`src/rtl/nmb_pkg.sv`:
```
// Purpose: shared types and constants for the narrow bus cycle sequencer
// Assumes: 32-bit processor bus, four active-low byte lanes
// Notes:   no registers reachable by software
package nmb_pkg;

  // ****************************************
  // operand length codes
  // ****************************************
  localparam logic [1:0] LEN_1 = 2'h0;
  localparam logic [1:0] LEN_2 = 2'h1;
  localparam logic [1:0] LEN_4 = 2'h2;

  // ****************************************
  // lane patterns and reset values
  // ****************************************
  localparam logic [3:0] LANES_NONE_N  = 4'hF;
  localparam logic [3:0] LANES_ALL_N   = 4'h0;
  localparam logic [7:0] SPAN_1        = 8'h01;
  localparam logic [7:0] SPAN_2        = 8'h03;
  localparam logic [7:0] SPAN_4        = 8'h0F;
  localparam logic [1:0] FILL_LAST_WD  = 2'h3;
  localparam logic [1:0] WORD_RST      = 2'h0;
  localparam logic [2:0] PIN_SYNC_RST  = 3'h7;

  // ****************************************
  // types
  // ****************************************
  typedef struct packed {
    logic       fill;
    logic [1:0] len_code;
    logic [1:0] offset;
  } nmb_req_t;

  typedef struct packed {
    logic       start;
    logic       active;
    logic       first_fill;
    logic [1:0] word;
    logic [3:0] lane_select_n;
  } nmb_bus_t;

  typedef enum logic {
    ST_IDLE,
    ST_BUS
  } nmb_state_t;

endpackage

```
`src/rtl/nmb_seq.sv`:
```
// Purpose: splits processor requests into bus cycles with byte lane selects
// Assumes: bus pins arrive from outside the clock domain
// Notes:   address and data paths stay with the caller; only lanes and word index
`timescale 1ns/1ns

module nmb_seq (
  // clock and reset
  input  wire logic              core_clk_i,
  input  wire logic              resetn_i,
  // request side
  input  wire logic              req_valid_i,
  input  wire nmb_pkg::nmb_req_t req_i,
  output logic                   req_ready_o,
  output logic                   done_o,
  // bus pins
  input  wire logic              bus_ready_n_i,
  input  wire logic              width16_n_i,
  input  wire logic              width8_n_i,
  output nmb_pkg::nmb_bus_t      bus_o
);

  // ****************************************
  // pin synchronisers
  // ****************************************
  // ready and size pins come from the system decode, not this clock
  logic [2:0] pin_s1_ff;
  logic [2:0] pin_s2_ff;

  always_ff @(posedge core_clk_i or negedge resetn_i) begin
    if (!resetn_i) begin
      // inactive after reset, so no false cycle end follows it
      pin_s1_ff <= nmb_pkg::PIN_SYNC_RST;
      pin_s2_ff <= nmb_pkg::PIN_SYNC_RST;
    end else begin
      pin_s1_ff <= {bus_ready_n_i, width16_n_i, width8_n_i};
      pin_s2_ff <= pin_s1_ff;
    end
  end

  logic rdy_n;
  logic w16_n;
  logic w8_n;

  // widths ride the same sample as ready, so a cycle splits on its own answer
  assign rdy_n = pin_s2_ff[2];
  assign w16_n = pin_s2_ff[1];
  assign w8_n  = pin_s2_ff[0];

  // ****************************************
  // sequencer state
  // ****************************************
  nmb_pkg::nmb_state_t state_ff;
  nmb_pkg::nmb_state_t nxt_state;
  logic [3:0]          lanes_n_ff;
  logic [3:0]          nxt_lanes_n;
  logic [3:0]          pend_n_ff;
  logic [3:0]          nxt_pend_n;
  logic [1:0]          word_ff;
  logic [1:0]          nxt_word;
  logic                fill_ff;
  logic                nxt_fill;
  logic                first_ff;
  logic                nxt_first;
  logic                start_ff;
  logic                nxt_start;
  logic                done_ff;
  logic                nxt_done;

  logic [3:0] split_n;
  logic       split_more;

  // split decision comes from the synced widths, never the raw pins
  nmb_lane_next u_lane_next (
    .cur_n_i     (lanes_n_ff),
    .width16_n_i (w16_n),
    .width8_n_i  (w8_n),
    .nxt_n_o     (split_n),
    .more_o      (split_more)
  );

  // operand laid over eight lanes; the upper nibble spills into the next word
  logic [7:0] span;
  logic [7:0] placed;

  always_comb begin
    case (req_i.len_code)
      nmb_pkg::LEN_1: span = nmb_pkg::SPAN_1;
      nmb_pkg::LEN_2: span = nmb_pkg::SPAN_2;
      default:        span = nmb_pkg::SPAN_4;
    endcase
    placed = span << req_i.offset;
  end

  // a line fill ignores length and offset; it always moves four words
  always_comb begin
    nxt_state   = state_ff;
    nxt_lanes_n = lanes_n_ff;
    nxt_pend_n  = pend_n_ff;
    nxt_word    = word_ff;
    nxt_fill    = fill_ff;
    nxt_first   = first_ff;
    nxt_start   = 1'b0;
    nxt_done    = 1'b0;
    case (state_ff)
      nmb_pkg::ST_IDLE: begin
        if (req_valid_i) begin
          nxt_state = nmb_pkg::ST_BUS;
          nxt_start = 1'b1;
          nxt_word  = nmb_pkg::WORD_RST;
          nxt_fill  = req_i.fill;
          nxt_first = req_i.fill;
          if (req_i.fill) begin
            // whole words, all lanes on the first fill cycle
            nxt_lanes_n = nmb_pkg::LANES_ALL_N;
            nxt_pend_n  = nmb_pkg::LANES_NONE_N;
          end else if (placed[7:4] != 4'h0) begin
            // spill into next word goes out before the low remainder
            nxt_lanes_n = ~placed[7:4];
            nxt_pend_n  = ~placed[3:0];
            nxt_word    = 2'h1;
          end else begin
            // contiguous lanes of the operand only
            nxt_lanes_n = ~placed[3:0];
            nxt_pend_n  = nmb_pkg::LANES_NONE_N;
          end
        end
      end
      nmb_pkg::ST_BUS: begin
        // ready is seen two edges late; the system must drop it in time
        if (!rdy_n) begin
          nxt_start = 1'b1;
          nxt_first = 1'b0;
          if (split_more) begin
            // narrow device: rest of this word next, low part first
            nxt_lanes_n = split_n;
          end else if (pend_n_ff != nmb_pkg::LANES_NONE_N) begin
            // low-order remainder after the high part
            nxt_lanes_n = pend_n_ff;
            nxt_pend_n  = nmb_pkg::LANES_NONE_N;
            nxt_word    = 2'h0;
          end else if (fill_ff && word_ff != nmb_pkg::FILL_LAST_WD) begin
            // next word of the line, up to sixteen byte cycles overall
            nxt_lanes_n = nmb_pkg::LANES_ALL_N;
            nxt_word    = word_ff + 2'h1;
          end else begin
            nxt_state   = nmb_pkg::ST_IDLE;
            nxt_start   = 1'b0;
            nxt_done    = 1'b1;
            nxt_fill    = 1'b0;
            nxt_lanes_n = nmb_pkg::LANES_NONE_N;
          end
        end
      end
      default: begin
        nxt_state   = nmb_pkg::ST_IDLE;
        nxt_lanes_n = nmb_pkg::LANES_NONE_N;
      end
    endcase
  end

  always_ff @(posedge core_clk_i or negedge resetn_i) begin
    if (!resetn_i) begin
      state_ff   <= nmb_pkg::ST_IDLE;
      lanes_n_ff <= nmb_pkg::LANES_NONE_N;
      pend_n_ff  <= nmb_pkg::LANES_NONE_N;
      word_ff    <= nmb_pkg::WORD_RST;
      fill_ff    <= 1'b0;
      first_ff   <= 1'b0;
      start_ff   <= 1'b0;
      done_ff    <= 1'b0;
    end else begin
      state_ff   <= nxt_state;
      lanes_n_ff <= nxt_lanes_n;
      pend_n_ff  <= nxt_pend_n;
      word_ff    <= nxt_word;
      fill_ff    <= nxt_fill;
      first_ff   <= nxt_first;
      start_ff   <= nxt_start;
      done_ff    <= nxt_done;
    end
  end

  // ****************************************
  // outputs
  // ****************************************
  // ready is combinational so a request is taken the edge it is seen
  assign req_ready_o = (state_ff == nmb_pkg::ST_IDLE);
  // done is registered, one clock after the last cycle end
  assign done_o      = done_ff;

  // lanes move only when a request is taken or at a cycle end, so the system decode sees them settled
  always_comb begin
    bus_o.start         = start_ff;
    bus_o.active        = (state_ff == nmb_pkg::ST_BUS);
    bus_o.first_fill    = first_ff;
    bus_o.word          = word_ff;
    bus_o.lane_select_n = lanes_n_ff;
  end

endmodule

```
`src/rtl/nmb_lane_next.sv`:
```
// Purpose: next lane pattern after a bus cycle narrowed by a size input
// Assumes: lane pattern is contiguous
// Notes:   purely combinational
`timescale 1ns/1ns
module nmb_lane_next (
  // current cycle
  input  wire logic [3:0] cur_n_i,
  input  wire logic       width16_n_i,
  input  wire logic       width8_n_i,
  // next cycle
  output logic [3:0]      nxt_n_o,
  output logic            more_o
);

  logic [3:0] act;
  logic [3:0] low_one;

  always_comb begin
    act     = ~cur_n_i;
    low_one = act & (~act + 4'h1);
    nxt_n_o = cur_n_i;
    more_o  = 1'b0;
    if (!width8_n_i) begin
      // byte wide wins when both inputs are low
      // lowest byte goes first, one lane per cycle
      more_o  = (act != low_one);
      nxt_n_o = cur_n_i | low_one;
    end else if (!width16_n_i) begin
      // lower half word first, upper half rides its own lanes
      more_o  = (act[1:0] != 2'h0) && (act[3:2] != 2'h0);
      nxt_n_o = cur_n_i | 4'h3;
    end
  end

endmodule

```
`config.mk`:
```
export PLATFORM = sky130hd
export DESIGN_NAME = nmb_seq
export DESIGN_NICKNAME = d
export VERILOG_FILES = /design/src/rtl/nmb_pkg.sv /design/src/rtl/nmb_seq.sv /design/src/rtl/nmb_lane_next.sv
export SDC_FILE = /design/constraint.sdc
export NUM_CORES = 1
export LEC_CHECK = 0
export BUFFER_PORTS_ARGS = -buffer_cell sky130_fd_sc_hd__buf_2
export CAP_MARGIN = 10
export CELL_PAD_IN_SITES_DETAIL_PLACEMENT = 0
export CELL_PAD_IN_SITES_GLOBAL_PLACEMENT = 1
export CORE_MARGIN = 4
export CORE_UTILIZATION = 30
export DETAILED_ROUTE_END_ITERATION = 10
export PLACE_DENSITY_LB_ADDON = 0.1
export SLEW_MARGIN = 20
export SYNTH_ARGS = -nofsm -noshare
export SYNTH_HDL_FRONTEND = slang
export SYNTH_SLANG_ARGS = --single-unit
```
`constraint.sdc`:
```
create_clock -name core_clk_i -period 2 [get_ports core_clk_i]
set_input_delay 0.1 -clock core_clk_i [delete_from_list [all_inputs] [get_ports core_clk_i]]
set_output_delay 0.1 -clock core_clk_i [all_outputs]
set_load 0.02 [all_outputs]
```
==> After elaboration in Yosys (flattened, before gate mapping) <==
Cells that the tools add are included.
{ "totals": {"in_bits": 11, "ff_bits": 21, "out_inout_bits": 11, "word_cells": 95} }
{ "classes": {"n_shift": 1, "n_bitwise": 7, "reduce_logical": 12, "addsub": 2, "n_mux": 49, "n_eq_ne": 13} }
{ "ops": {"columns": ["cell", "count"], "rows": [
  ["$mux W4", 14],
  ["$pmux W4 S2", 3],
  ["$mux W1", 21],
  ["$not A4 Y4", 4],
  ["$mux W2", 6],
  ["$ne A2 B2 Y1 const B", 6],
  ["$ne A4 B4 Y1 const B", 2],
  ["$pmux W1 S2", 4],
  ["$reduce_and A4 Y1", 2],
  ["$shl A8 B2 Y8", 1],
  ["$reduce_and A3 Y1", 2],
  ["$reduce_and A5 Y1", 1],
  ["$add A4 B1 Y4 const B", 1],
  ["$and A4 B4 Y4", 1],
  ["$ne A4 B4 Y1", 1],
  ["$or A4 B4 Y4", 1],
  ["$pmux W2 S2", 1],
  ["$reduce_bool A2 Y1", 2],
  ["$reduce_bool A4 Y1", 1],
  ["$ne A3 B1 Y1 const B", 1],
  ["$ne A3 B3 Y1 const B", 1],
  ["$add A2 B1 Y2 const B", 1],
  ["$eq A2 B1 Y1 const B", 1],
  ["$logic_and A1 B1 Y1", 2],
  ["other kinds (4)", 4]
]} }

==> Logic depth before layout (Yosys ltp) <==
Gate-level depths: netlist of the first run.
{ "logic_depth": {"ltp_word": 9, "depth_mapped": 6, "mapped_depth_nobuf": 5} }

==> Hierarchy <==
A second synthesis of the first run with hierarchy kept.
{ "hier_totals": {"hier_cells": 113, "hier_area_um2": 1168.6} }
{ "by_module_without_submodules": {"columns": ["mod", "cells_per_inst", "seq_area_each_um2", "n_inst", "area_per_inst_um2"], "rows": [
  ["nmb_seq", 103, 543.0, 1, 1081.0],
  ["nmb_lane_next", 10, 0.0, 1, 87.6]
]} }

==> Worst setup path before layout of the first run <==
No wires, ideal clock.
{ "synth_path": {"path_kind": "register to register", "startpoint": "register lanes_n_ff[2]", "endpoint": "register word_ff[0]", "setup_time_ns": 0.117, "path_stages_with_launch": 7, "slack_ns": 0.233, "required_ns": 1.883, "arrival_ns": 1.650, "n_path_buf": 1, "period_less_slack_ns": 1.767, "path_cell_list": "dfstp_2 -> clkbuf_2 -> a221oi_2 -> o211a_4 -> o31ai_2 -> o311a_1 -> nor2_1"} }
{ "synth_via": {"elab_chain_len": 8, "word_cells_on_any_way": 11, "classes_between": "add/sub (1); eq/ne (2); mux (2); bitwise (3); reduce/logical (3)"} }
{ "synth_lines": {"columns": ["element", "line_no", "text"], "rows": [
  ["from (decl)", "nmb_seq.sv:54", "logic [3:0] lanes_n_ff;"],
  ["from (signal assigned)", "nmb_seq.sv:164", "lanes_n_ff <= nmb_pkg::LANES_NONE_N;"],
  ["from (signal assigned)", "nmb_seq.sv:173", "lanes_n_ff <= nxt_lanes_n;"],
  ["$not A4 Y4 (*)", "nmb_lane_next.sv:19", "act = ~cur_n_i;"],
  ["$not A4 Y4", "nmb_lane_next.sv:20", "low_one = act & (~act + 4'h1);"],
  ["$add A4 B1 Y4", "nmb_lane_next.sv:20", null],
  ["$and A4 B4 Y4", "nmb_lane_next.sv:20", null],
  ["$ne A4 B4 Y1", "nmb_lane_next.sv:26", "more_o = (act != low_one);"],
  ["$mux W1 (*)", "nmb_lane_next.sv:23", "if (!width8_n_i) begin"],
  ["$ne A2 B2 Y1 (no source line) (*)", null, null],
  ["$reduce_and A4 Y1 (no source line) (*)", null, null],
  ["to (signal assigned)", "nmb_seq.sv:166", "word_ff <= nmb_pkg::WORD_RST;"],
  ["to (signal assigned)", "nmb_seq.sv:175", "word_ff <= nxt_word;"],
  ["to (decl)", "nmb_seq.sv:58", "logic [1:0] word_ff;"]
]} }
Every way passes the cells marked *; elsewhere a longest branch is shown, timed or not.
A chain may end at the register's enable or synchronous reset.

==> Final worst setup path of the first run <==
{ "layout_path": {"startpoint": "register lanes_n_ff[0]", "endpoint": "register word_ff[0]"} }
Same word-level chain as after synthesis.

==> metrics list, run 1 <==
- In this run the clock root is driven by a clkbuf_8.
- Detailed routing placed a total of ~110 um of wire on met3.
- DP HPWL: about 2.1 mm
* Number of buffers added by the clock tree synthesis step: 3
* Cell count after synthesis: 128
* Maximum number of pins on one net before global-route repair: 22
* Total power: about 0.002 W
- Once the clock tree was built, the setup fixing pass inserted 0 buffers.
* Drt pass-1 iters: 4
- The die is a little over 70 um wide.
- Final period utilization: roughly 87%
* Net count of the mapped netlist: between 100 and 150
- Number of max-capacitance violations reported: 0
* Total vias in the final route: slightly below 1,000
- Primary FF master, synth: dfstp_2
- Static Leak: between 0.5 and 0.6 nW
- Reg-to-Reg End: word_ff[0]$_DFFE_PN0P_
- For this run, the top clock speed supported by timing is approximately 580 MHz.
* Number of standard-cell rows in the floorplan: 22
- The worst register-to-register path has a setup slack of between 200 and 300 ps.
- On the final layout, the worst clock skew is about 2.4 ps.
* Die boundary height: roughly 70 um
- During I/O placement, the number of pins put on the boundary was 22.
* Number of warnings issued by yosys: 0
- Remaining design rule violation count: 0
- The clock reaches the later pin of the worst-skew pair after roughly 260 ps.
* Met2 wire length: between 1 and 1.5 mm
* Depth of the CTS H-tree: 1
* Number of flops mapped to enable cells by yosys: 0
- Cell type of the slowest stage on the worst timing path: dfstp_2
- Data arrives at the worst endpoint at around 1900 ps.
* Routed wire length per instance: ~14 um
* Placeable core region: 3740 sq um
- After synthesis the netlist holds a flip-flop and latch count of 21.
* Number of inserted diodes: 0
* Final-report hold violation count: 0
* Clock tree buffer depth: 2
- Setup repair after global routing missed its margin: no
- Proportion of synthesized flip-flops having asynchronous set or reset: 100%
- Routability-driven placement finished with a final weighted congestion of ~0.75.
- Peak fanout along the critical path: 11
- The first routing iteration left 41 violations.
- Length in cells of the worst reg-to-reg path: 5
- Setup violations remaining at the end of the flow were counted as 0.
- At the pin with the least slew margin, the transition time is 469 ps.
- Worst path cell trace: a221oi_2 > o211a_4 > o31ai_2 > o311a_1 > nor2_1
* Detail Route Antenna Nets: 0
- In this run the tool buffered the top-level ports with 21 buffer cells.
- Final Net Count: ~160
- Yosys attributes the largest share of cell area to dfstp_2 (31%), dfrtp_1 (15%), nor2_1 (5.0%).
- Highest metal layer with signal wires: met4
- GRT overflow: 0
* Worst Path Required: around 2200 ps
- Vias in the first global route: between 900 and 1,000
* Slowest cell delay on critical path: ~640 ps
* Synth Area per Inst: 9.33 sq um
* Global-route wire length before repair: approximately 4.6 mm
- Dividing total power by cell area gives a power density of around 1400 nW/um^2.
- The biggest area contributor in the post-synthesis netlist is dfstp_2.
- Counting both buffers and inverters, the worst setup path holds a total of 0.
* Antenna violations before repair: 0
- Kind of capture point of the worst setup path: flip-flop
- All-Layer GR Usage: between 10% and 20%
- For this block, wires on met1 add up to about 1.3 mm.
- Seq/Total Area, Yosys: between 40% and 50%
- Setup Crit Path Kind: flip-flop to flip-flop
* Launching point of the worst reg2reg path: lanes_n_ff[0]$_DFFE_PN1P_
- The number of different library cells used by synthesis comes to 40.
* Layout area overhead: 16.7%
- The post-route netlist has between 30% and 40% of its cells at a drive strength greater than 1.
- Beginning of the critical path: lanes_n_ff[0]$_DFFE_PN1P_
- STA classifies the critical path startpoint as a flip-flop.
- Total wire length after detailed routing: 2.71 mm
* Average vias per placed instance: approximately 5
- Crit path capture: word_ff[0]$_DFFE_PN0P_
* TritonCTS Sinks: 21
* Worst ir drop on vdd: roughly 0.52 mV
- Clock-pin slew was measured on the worst setup and hold paths at ~80 ps.
* Levels on crit path: 5
* Cell Area, Synth: roughly 1200 sq um
* Slew headroom: between 60% and 70%
* Class of the tightest hold or removal check: input port to flip-flop
- Die area: a little over 5000 sq um
- Setup TNS: 0 ps
- Result of the run: finished clean
- Gate family responsible for the most delay along the worst path: compound AO/OA/AOI/OAI gates
* Effective utilization at floorplan: between 30% and 40%
- TritonCTS built the clock tree.
* Min Clock Period, post-route: 1740 ps
- The top cell type by area accounts for a little under a third of the synthesized area.
- The total count of max-transition violations in the final report was 0.
layer usage:
| layer | track usage (%) | vias to the layer above |
|---|---|---|
| met1 | 16.5 | 457 |
| li1 | - | 499 |
| met5 | 0 | - |
| met4 | 4.38 | 0 |
| met2 | 16.7 | 22 |
| met3 | 2.70 | 4 |
worst min-delay path by stage:
stage | startpoint | end | slack [ps] | cells after the start
6_report | req_i[3] | pend_n_ff[2]$_DFFE_PN1P_ | 120 | 2
5_1_grt | req_i[3] | pend_n_ff[2]$_DFFE_PN1P_ | 140 | 2
4_1_cts | req_i[3] | pend_n_ff[2]$_DFFE_PN1P_ | 120 | 2
3_5_place_dp | resetn_i | word_ff[1]$_DFFE_PN0P_ | 80 | 1
3_3_place_gp | resetn_i | word_ff[1]$_DFFE_PN0P_ | 80 | 1
2_1_floorplan | resetn_i | done_o$_DFF_PN0_ | -200 | 0
synthesized netlist by cell type, drive strengths merged (3+ instances only):
master / n
nor2: 16
dfstp: 14
a21oi: 11
nand2: 11
o21ai: 10
buf: 7
dfrtp: 7
inv: 7
clkbuf: 4
nand3: 4
o22ai: 3
flip-flops by register name, indices dropped and copies added (netlist names):
name / flops
lanes_n_ff: 4
start_ff: 1
word_ff: 2
state_ff: 1
first_ff: 1
pin_s2_ff: 3
pend_n_ff: 4
done_o: 1
pin_s1_ff: 3
fill_ff: 1
per-stage QoR:
stage                     utilization, %  cell area (sq um)  setup WS, ps  hold WS, ps  cells
after floorplan                        -               1190           233         -196    128
after global placement              34.9               1310           298         76.9    188
after detailed placement            34.9               1310           255         82.0    188
after CTS                           37.2               1390           243          117    196
after global routing                37.2               1390           134          138    196
final                               37.2               1390           264          118    196
what timing repair did:
item / CTS / global route
resized for setup: 0 / 0
setup endpoints to repair: 0 / 0
hold endpoints to repair: 10 / 0
hold buffers: 4 / 0
cell families (layout without fill, tap and decap cells):
kind of cell               count (synthesis)  after routing  share of synthesized area (%)
xor gates and xnor gates                   1              1                          0.734
muxes                                      2              2                           1.78
DFF                                       21             21                           45.5
adders and majority gates                  1              1                           1.05
AOI/OAI and AO/OA                         44             44                           27.7
buffers and inverters                     18             38                           7.86
and+or+nand+nor                           41             41                           15.4
area by class of cell:
type | instances | area [sq um]
multi-input combinational | 89 | 557
sequential | 21 | 543
clock inverter | 1 | 5.00
timing repair buffer | 27 | 160
fill | 414 | 2350
tap | 48 | 60.1
clock buffer | 3 | 41.3
inverter | 7 | 26.3
placed cells by master (no fill, tap or decap), types with 3 or more instances in the layout:
master         count
a21oi_1           11
o22ai_1            3
dfrtp_1            7
o21ai_0           10
nand3_1            4
clkbuf_8           3
nand2_1           11
buf_2             21
nor2_1            16
dfstp_2           14
inv_1              7
dlygate4sd3_1      4
worst register-to-register path: stages (launching register included):
cell	delay, ps
dfstp_2	640
a221oi_2	110
o211a_4	280
o31ai_2	350
o311a_1	220
nor2_1	40
power by group:
| group | leakage (nW) | switching [W] | internal, W |
|---|---|---|---|
| combinational | 0.333 | 0.000593 | 0.000388 |
| clock | 0.0255 | 0.000140 | 0.000139 |
| sequential | 0.234 | 0.000153 | 0.000600 |
(Power assumes the default switching activity.)
==> inputs of run 2 (changes only) <==
--- a/config.mk
+++ b/config.mk
@@ -10,9 +10,10 @@
 export CELL_PAD_IN_SITES_DETAIL_PLACEMENT = 0
 export CELL_PAD_IN_SITES_GLOBAL_PLACEMENT = 1
 export CORE_MARGIN = 4
-export CORE_UTILIZATION = 30
+export CORE_UTILIZATION = 41
 export DETAILED_ROUTE_END_ITERATION = 10
 export PLACE_DENSITY_LB_ADDON = 0.1
+export SETUP_SLACK_MARGIN = 0.4
 export SLEW_MARGIN = 20
 export SYNTH_ARGS = -nofsm -noshare
 export SYNTH_HDL_FRONTEND = slang
==> run 2 against run 1 <==
Sequential share of layout area down 1.9 points. Clock-buffer cell count up 1. Worst setup slack better by 35 ps. Combinational power up 33%. Utilization up 16 points. Non-clock buffer count up 9. Register-to-register slack better by 40 ps. Cell count down 4.1%. Critical path type unchanged.
==> metrics list, run 2 (synthesized netlist as in run 1, its figures left out) <==
* Result of the run: finished clean (unchanged)
- The cell depth of the worst hold path is 2 (unchanged).
- Sequential cell area: 543 sq um (unchanged)
- TritonCTS Sinks: 21 (unchanged)
* Drt pass-1 iters: 4 (unchanged)
- The die width is 62.0 um (was 71.1 um).
- Die boundary height: 62.0 um (was 71.1 um)
* Clock tree buffer depth: 2 (unchanged)
- In this design, the critical path's most frequently occurring cell is a221oi_2.
- The count of pins on the block boundary was 22 (unchanged).
* Placed inst area: 1300 sq um (was 1310 sq um)
- Effective utilization at floorplan: 43.3% (was 31.9%)
- Worst R2R Setup Slack: 300 ps (was 260 ps)
* Placeable core region: 2760 sq um (was 3740 sq um)
* PortBufs: 21 (unchanged)
* Min Clock Period, post-route: 1700 ps (was 1740 ps)
- The start point of the worst hold path is req_i[3] (unchanged).
- Die area: 3840 sq um (was 5050 sq um)
- DP HPWL: 2.06 mm (was 2.07 mm)
- Cell chosen for the clock root: clkbuf_4 (was clkbuf_8)
* Routed wire length per instance: 14.7 um (was 13.8 um)
* Total power divided by cell area: 1530 nW/um^2 (was 1450 nW/um^2)
- The final weighted congestion in routability-driven placement is 0.757 (was 0.748).
- The delay of the slowest critical-path stage was 620 ps (was 640 ps).
- Final Net Count: 170 (was 161)
- Depth of the CTS H-tree: 1 (unchanged)
* Peak fanout along the critical path: 7 (was 11)
- The source of the worst register-to-register timing path is lanes_n_ff[1]$_DFFE_PN1P_ (was lanes_n_ff[0]$_DFFE_PN1P_).
- The global-route wire length before repair is 4.45 mm (was 4.56 mm).
- The clock buffer count from CTS came to 3 (unchanged).
- The final critical-path share of the clock period came to 85.0% (was 86.8%).
- Setup Crit Path Kind: flip-flop to flip-flop (unchanged)
* Highest-count cells in the layout ignoring fill and taps: buf_2 (21), nor2_1 (15), dfstp_2 (14) (was buf_2 (21), nor2_1 (16), dfstp_2 (14))
* Max Clock Freq: 588 MHz (was 576 MHz)
* Detail Route Antenna Nets: 0 (unchanged)
- Setup repair after global routing missed its margin: yes (was no)
- The final count of negative-setup-slack endpoints is 0 (unchanged).
- The CTS tree is yes (unchanged).
* Antenna violations before repair: 0 (unchanged)
- Worst hold path endpoint: pend_n_ff[2]$_DFFE_PN1P_ (unchanged)
- The final count of hold timing violations was 0 (unchanged).
* Static Leak: 0.640 nW (was 0.593 nW)
* Startpoint class of the critical path: flip-flop (unchanged)
- Max-slew violations: 0 (unchanged)
* Layout area overhead: 22.5% (was 16.7%)
- The number of antenna repair diodes came to 0 (unchanged).
- Cell type of the slowest stage on the worst timing path: dfstp_2 (unchanged)
* Area taken by multi-input logic gates: 588 sq um (was 557 sq um)
- Setup TNS: 0 ps (unchanged)
- Worst ir drop on vdd: 0.962 mV (was 0.517 mV)
- Number of standard-cell rows in the floorplan: 19 (was 22)
- Reg-to-Reg End: lanes_n_ff[1]$_DFFE_PN1P_ (was word_ff[0]$_DFFE_PN0P_)
- The pin count of the biggest net entering global routing was 22 (unchanged).
- Number of max-capacitance violations reported: 0 (unchanged)
* Clock-pin slew reported for the worst setup and hold paths after clock tree synthesis: 110 ps (was 80 ps)
* Slew at the pin with the worst max-slew slack: 461 ps (was 469 ps)
- The type of element capturing the critical path is a flip-flop (unchanged).
- Worst path cell trace: a221oi_2 > o211a_4 > buf_12 > nor2_4 > a221oi_2 > a311o_1 (was a221oi_2 > o211a_4 > o31ai_2 > o311a_1 > nor2_1)
- Clock insertion delay at the later pin of the skew report: 300 ps (was 260 ps)
* Worst Path Required: 2240 ps (was 2160 ps)
- Total wire length after detailed routing: 2.76 mm (was 2.71 mm)
* Class of the tightest hold or removal check: input port to flip-flop (unchanged)
- Biggest registers after layout: lanes_n_ff: 4 flops, pend_n_ff: 4 flops (unchanged).
- The worst slew slack as a fraction of its limit came to 69.3% (was 68.7%).
- The number of remaining DRC errors came to 0 (unchanged).
- The total grt overflow came to 0 (unchanged).
- The via density per instance came to 5.52 (was 5.01).
- Vias in the first global route: 957 (was 919)
- Fin area: 1460 sq um (was 1390 sq um)
- The detailed router's first-iteration violation count is 63 (was 41).
* Number of fillers in the final layout: 268 (was 414)
- Crit path DAT: 1940 ps (was 1900 ps)
- Most common cell after layout, fill and taps aside: buf_2 (unchanged)
- The overall track demand over capacity in global routing was 16.0% (was 11.5%).
* Post-Route Skew: 1.73 ps (was 2.41 ps)
- Share of final-layout standard cells stronger than drive strength 1: 38.2% (was 32.4%)
- The depth of the most critical reg-to-reg path was 6 (was 5).
- The routed via count came to 1,038 (was 982).
## run 2: report_power, final
| group | switching [W] | total (W) | leakage (nW) | internal, W |
|---|---|---|---|---|
| Sequential | 0.000130 | 0.000728 | 0.234 | 0.000598 |
| Clock | 0.000124 | 0.000202 | 0.0150 | 0.0000778 |
| Combinational | 0.000720 | 0.00130 | 0.391 | 0.000583 |
## run 2: layer usage
layer / track usage (%) / share of wire (%)
met1: 22.6 / 45
met2: 24.6 / 50
met3: 3.72 / 4.6
met4: 4.55 / 0.76
met5: 0 / 0
## run 2: metrics by stage
stage                     util [%]  total power [W]  setup WS [ps]  hold WS (ps)  cells
after floorplan                  -          0.00159            331          -196    128
after global placement        47.3          0.00178            251          63.8    172
after detailed placement      47.3          0.00180            238          79.6    172
after CTS                     51.8          0.00213            314          70.7    187
after global routing          53.0          0.00240            216          91.9    188
final                         53.0          0.00223            299          71.7    188
## run 2: area by class of cell
| type | count | share of cell area (%) |
|---|---|---|
| multi-input cells | 89 | 40.2 |
| flip-flops and latches | 21 | 37.1 |
| repair buffers | 36 | 16.4 |
| well taps | 31 | 2.65 |
| clock buffers | 4 | 1.80 |
| inverters | 7 | 1.80 |
## run 2: worst max-delay path by stage
stage	startpoint	end	depth (start not counted)
5_1_grt	lanes_n_ff[1]$_DFFE_PN1P_	pend_n_ff[2]$_DFFE_PN1P_	5
2_1_floorplan	lanes_n_ff[2]$_DFFE_PN1P_	pend_n_ff[1]$_DFFE_PN1P_	6
6_report	lanes_n_ff[1]$_DFFE_PN1P_	lanes_n_ff[1]$_DFFE_PN1P_	6
4_1_cts	lanes_n_ff[1]$_DFFE_PN1P_	pend_n_ff[1]$_DFFE_PN1P_	5
3_3_place_gp	lanes_n_ff[0]$_DFFE_PN1P_	pend_n_ff[2]$_DFFE_PN1P_	5
3_5_place_dp	lanes_n_ff[0]$_DFFE_PN1P_	pend_n_ff[1]$_DFFE_PN1P_	5
## run 2: critical path: cells and delay by family (launching register included)
kind | cells | cell delay, ps
AOI/OAI and AO/OA | 4 | 760
DFF | 1 | 620
buffers and inverters | 1 | 140
and+or+nand+nor | 1 | 110
## run 2: repair_timing
action	CTS	global route
hold endpoints to repair	10	0
hold buffers	4	0
buffers inserted	7	1
pin swaps	2	1
gates resized for setup	2	5
setup endpoints to repair	11	10
==> inputs of run 3 (changes only) <==
--- a/config.mk
+++ b/config.mk
@@ -5,6 +5,7 @@
 export SDC_FILE = /design/constraint.sdc
 export NUM_CORES = 1
 export LEC_CHECK = 0
+export ABC_AREA = 1
 export BUFFER_PORTS_ARGS = -buffer_cell sky130_fd_sc_hd__buf_2
 export CAP_MARGIN = 10
 export CELL_PAD_IN_SITES_DETAIL_PLACEMENT = 0
==> run 3 against run 2 <==
Highest routed layer unchanged. Clock power increased by 5%. Critical endpoint is now lanes_n_ff[0]$_DFFE_PN1P_. First-iteration DRC count decreased by 35%. Hold slack got worse by 21 ps. Critical path type unchanged. Die area increased by 6.8%. Maximum frequency increased by 18%.
==> metrics list, run 3 <==
* Min Clock Period, post-route: 1450 ps (was 1700 ps)
- Clock-pin slew reported for the worst setup and hold paths after clock tree synthesis: 130 ps (was 110 ps)
* Post-CTS setup buffer count: 0 (was 7)
* Clock insertion delay at the later pin of the skew report: 310 ps (was 300 ps)
- The number of cells in the design after placement is 215 (was 172).
* Number of register bits inferred by synthesis: 21 (unchanged)
* Synth Area per Inst: 8.36 sq um (was 9.33 sq um)
- The worst slew slack as a fraction of its limit was 69.2% (was 69.3%).
* Vias in the first global route: 1,041 (was 957)
- The pin slew with the least headroom to its limit is 462 ps (was 461 ps).
- The number of remaining DRC errors came to 0 (unchanged).
* Number of buffers added by the clock tree synthesis step: 3 (unchanged)
- Worst path cell trace: nand2_1 > nand2_1 > nand3_2 > nand2_4 > inv_4 > nand2_8 > nand3_1 > nand2_1 > nand2_1 (was a221oi_2 > o211a_4 > buf_12 > nor2_4 > a221oi_2 > a311o_1)
- Number of fillers in the final layout: 316 (was 268)
* Layout area overhead: 15.4% (was 22.5%)
- List of most frequent post-synthesis cells: nand2_1 (49), dfstp_2 (14), nor2_1 (11), nand3_1 (10), inv_1 (9) (was nor2_1 (16), dfstp_2 (14), a21oi_1 (11), nand2_1 (11), o21ai_0 (10)).
- Gate family responsible for the most delay along the worst path: simple AND/OR/NAND/NOR gates (was compound AO/OA/AOI/OAI gates)
- Number of flops mapped to enable cells by yosys: 0 (unchanged)
- Internal power: 0.00103 W (was 0.00126 W)
- Number of inserted diodes: 0 (unchanged)
- Crit path DAT: 1690 ps (was 1940 ps)
- Detail Route Antenna Nets: 0 (unchanged)
* Total power: 0.00196 W (was 0.00223 W)
- The accumulated negative setup slack came to 0 ps (unchanged).
- The delay of the slowest critical-path stage was 590 ps (was 620 ps).
- Switching share of power: 47.4% (was 43.7%)
* PortBufs: 21 (unchanged)
- The area of the die is 4100 sq um (was 3840 sq um).
- The gate count of the mapped netlist was 154 (was 128).
* Worst path buffer plus inverter count: 1 (unchanged)
- The start-to-end type of the worst setup path was flip-flop to flip-flop (unchanged).
* Cell chosen for the clock root: clkbuf_4 (unchanged)
- The initial cell density of the core was 42.5% (was 43.3%).
* Iteration-0 DRC count of the detailed router: 41 (was 63)
- The die width is 64.0 um (was 62.0 um).
* Biggest registers after layout: lanes_n_ff: 4 flops, pend_n_ff: 4 flops (unchanged)
- Startpoint class of the critical path: flip-flop (unchanged)
* Dominant cell type by area after synthesis: dfstp_2 (unchanged)
* Kind of capture point of the worst setup path: flip-flop (unchanged)
- The most common cell after layout, fill and taps aside was nand2_1 (was buf_2).
* Count leader, synth: nand2_1 (was nor2_1)
- Setup repair after global routing missed its margin: no (was yes).
- The worst IR drop on VDD is 0.572 mV (was 0.962 mV).
- The number of sinks on the clock net was 21 (unchanged).
- Cell repeated most along the worst path: nand2_1 (was a221oi_2)
- Worst Path Required: 2240 ps (about the same)
- The final weighted congestion in routability-driven placement came to 0.805 (was 0.757).
* Max-slew violations: 0 (unchanged)
- The number of max-cap violations was 0 (unchanged).
- The total power density per cell area came to 1320 nW/um^2 (was 1530 nW/um^2).
- The total grt overflow came to 0 (unchanged).
- The number of antenna violations at the first check in global routing was 0 (unchanged).
* Cell type of the slowest stage on the worst timing path: dfstp_2 (unchanged)
- The net count reported at finish was 192 (was 170).
* Highest-count cells in the layout ignoring fill and taps: nand2_1 (49), buf_2 (21), dfstp_2 (14) (was buf_2 (21), nor2_1 (15), dfstp_2 (14))
- Dominant cells by area after synthesis: dfstp_2 (29%), nand2_1 (14%), dfrtp_1 (14%) (was dfstp_2 (31%), dfrtp_1 (15%), nor2_1 (5.0%))
- The type of the worst min-delay path is input port to flip-flop (unchanged).
- The final wirelength is 2.55 mm (was 2.76 mm).
- The number of iterations in the first detailed-routing pass was 4 (unchanged).
- Final period utilization: 72.3% (was 85.0%)
- Max Clock Freq: 691 MHz (was 588 MHz)
* Power spent charging and discharging nets: 0.000931 W (was 0.000975 W)
- The final setup skew came to 13.0 ps (was 1.73 ps).
- The buffer levels on the longest clock path was 2 (unchanged).
- The count of different cell masters after synthesis came to 28 (was 40).
- Part of the total power dissipated in sequential elements: 37.3% (was 32.6%)
- The final count of hold timing violations is 0 (unchanged).
* Net count of the mapped netlist: 166 (was 140)
- The die height came to 64.0 um (was 62.0 um).
* Total vias in the final route: 1,029 (was 1,038)
- Cell Count, Final, Fillers Out: 223 (was 188)
- Result of the run: finished clean (unchanged).
- The maximum level of the CTS H-tree is 1 (unchanged).
- Proportion of synthesized flip-flops having asynchronous set or reset: 100% (unchanged)
- Proportion of power drawn by the clock network: 10.8% (was 9.1%)
- The synthesized cell area came to 1290 sq um (was 1190 sq um).
- TritonCTS clock tree: yes (unchanged)
- Static Leak: 0.742 nW (was 0.640 nW)
- Maximum number of pins on one net before global-route repair: 22 (unchanged)
- Relative contribution of combinational cells to total power: 51.9% (was 58.3%)
- The global-route wire length before repair was 4.60 mm (was 4.45 mm).
- The count of pins on the block boundary is 22 (unchanged).
- Share of final-layout standard cells stronger than drive strength 1: 38.5% (was 38.2%)
- The fraction of the yosys area taken by sequential cells is 42.2% (was 45.5%).
- The average routed wire per standard cell was 11.4 um (was 14.7 um).
- Number of warnings issued by yosys: 0 (unchanged)
* Placeable core region: 3030 sq um (was 2760 sq um)
* Area fraction of the dominant cell type after synthesis: 28.6% (was 30.8%)
- All-Layer GR Usage: 14.1% (was 16.0%)
- The final HPWL from detailed placement came to 2.00 mm (was 2.06 mm).
* Peak fanout along the critical path: 8 (was 7)
- Number of setup violations in the final report: 0 (unchanged)
- The via density per instance was 4.61 (was 5.52).
* Number of standard-cell rows in the floorplan: 20 (was 19)
- The top flip-flop cell by instance count after synthesis is dfstp_2 (unchanged).
run 3: cell count changes after synthesis, sizes merged, moves of 3 or more:
cell    delta
a21oi      -6
buf        -3
clkbuf     -4
inv       +10
nand2     +45
nand3      +9
nand4      +3
nor2       +3
o22ai      -3
run 3: power by group through the flow:
stage / Sequential, W / Clock (W) / Combinational, W
finish: 0.000732 / 0.000213 / 0.00102
global route: 0.000755 / 0.000249 / 0.00114
CTS: 0.000733 / 0.000229 / 0.00103
detailed placement: 0.000740 / 0 / 0.00102
global placement: 0.000726 / 0 / 0.00102
floorplan: 0.000762 / 0 / 0.000792
run 3: metal layers:
metal	GRT usage, %	routed length [um]	part of all wire [%]	up-vias
met3	4.04	114	4.5	2
met4	2.43	15	0.59	0
li1	-	-	-	539
met2	23.2	1220	48	18
met5	0	0	0	-
met1	18.4	1200	47	470
run 3: final cells by class:
| type | instances | area [sq um] | share of cell area (%) |
|---|---|---|---|
| tap | 44 | 55.1 | 3.71 |
| clock buffer | 3 | 22.5 | 1.52 |
| inverter | 17 | 78.8 | 5.31 |
| clock inverter | 1 | 7.51 | 0.505 |
| timing repair buffer | 25 | 145 | 9.77 |
| sequential | 21 | 544 | 36.6 |
| multi-input combinational | 112 | 632 | 42.5 |
run 3: through the flow:
step / utilization (%) / setup WS [ps] / hold slack [ps] / instance area [sq um]
floorplan: - / 598 / -196 / 1290
global placement: 46.7 / 528 / 79.1 / 1410
detailed placement: 46.7 / 502 / 83.4 / 1410
CTS: 49.0 / 441 / 36.2 / 1480
global route: 49.0 / 453 / 40.5 / 1490
finish: 49.0 / 553 / 51.1 / 1490
run 3: what timing repair did:
item	CTS	global route
resized for setup	0	1
endpoints found under the setup margin	0	2
endpoints found under the hold margin	10	0
hold buffers	4	0
run 3: worst paths after layout:
kind	from	to	slack, ps	cells past startpoint
min in group asynchronous	resetn_i	word_ff[0]$_DFFE_PN0P_	260	2
max	lanes_n_ff[1]$_DFFE_PN1P_	lanes_n_ff[0]$_DFFE_PN1P_	550	9
min reg2reg	pin_s1_ff[0]$_DFF_PN1_	pin_s2_ff[0]$_DFF_PN1_	360	0
max in group asynchronous	resetn_i	pin_s1_ff[0]$_DFF_PN1_	1390	2
max reg2reg	lanes_n_ff[1]$_DFFE_PN1P_	lanes_n_ff[0]$_DFFE_PN1P_	550	9
min	req_i[4]	fill_ff$_DFFE_PN0P_	50	3
run 3: cell families after synthesis:
| logic type | synth area share (%) |
|---|---|
| AND/OR/NAND/NOR | 40.7 |
| buffers and inverters | 8.75 |
| flip-flops | 42.2 |
| AO/OA/AOI/OAI | 7.39 |
| adder cells (fa/ha/maj) | 0.972 |
run 3: worst reg2reg max path, stage by stage (launching register included):
cell and delay [ps]:
dfstp_2 590, nand2_1 80, nand2_1 120, nand3_2 130
nand2_4 110, inv_4 60, nand2_8 80, nand3_1 80
nand2_1 80, nand2_1 60
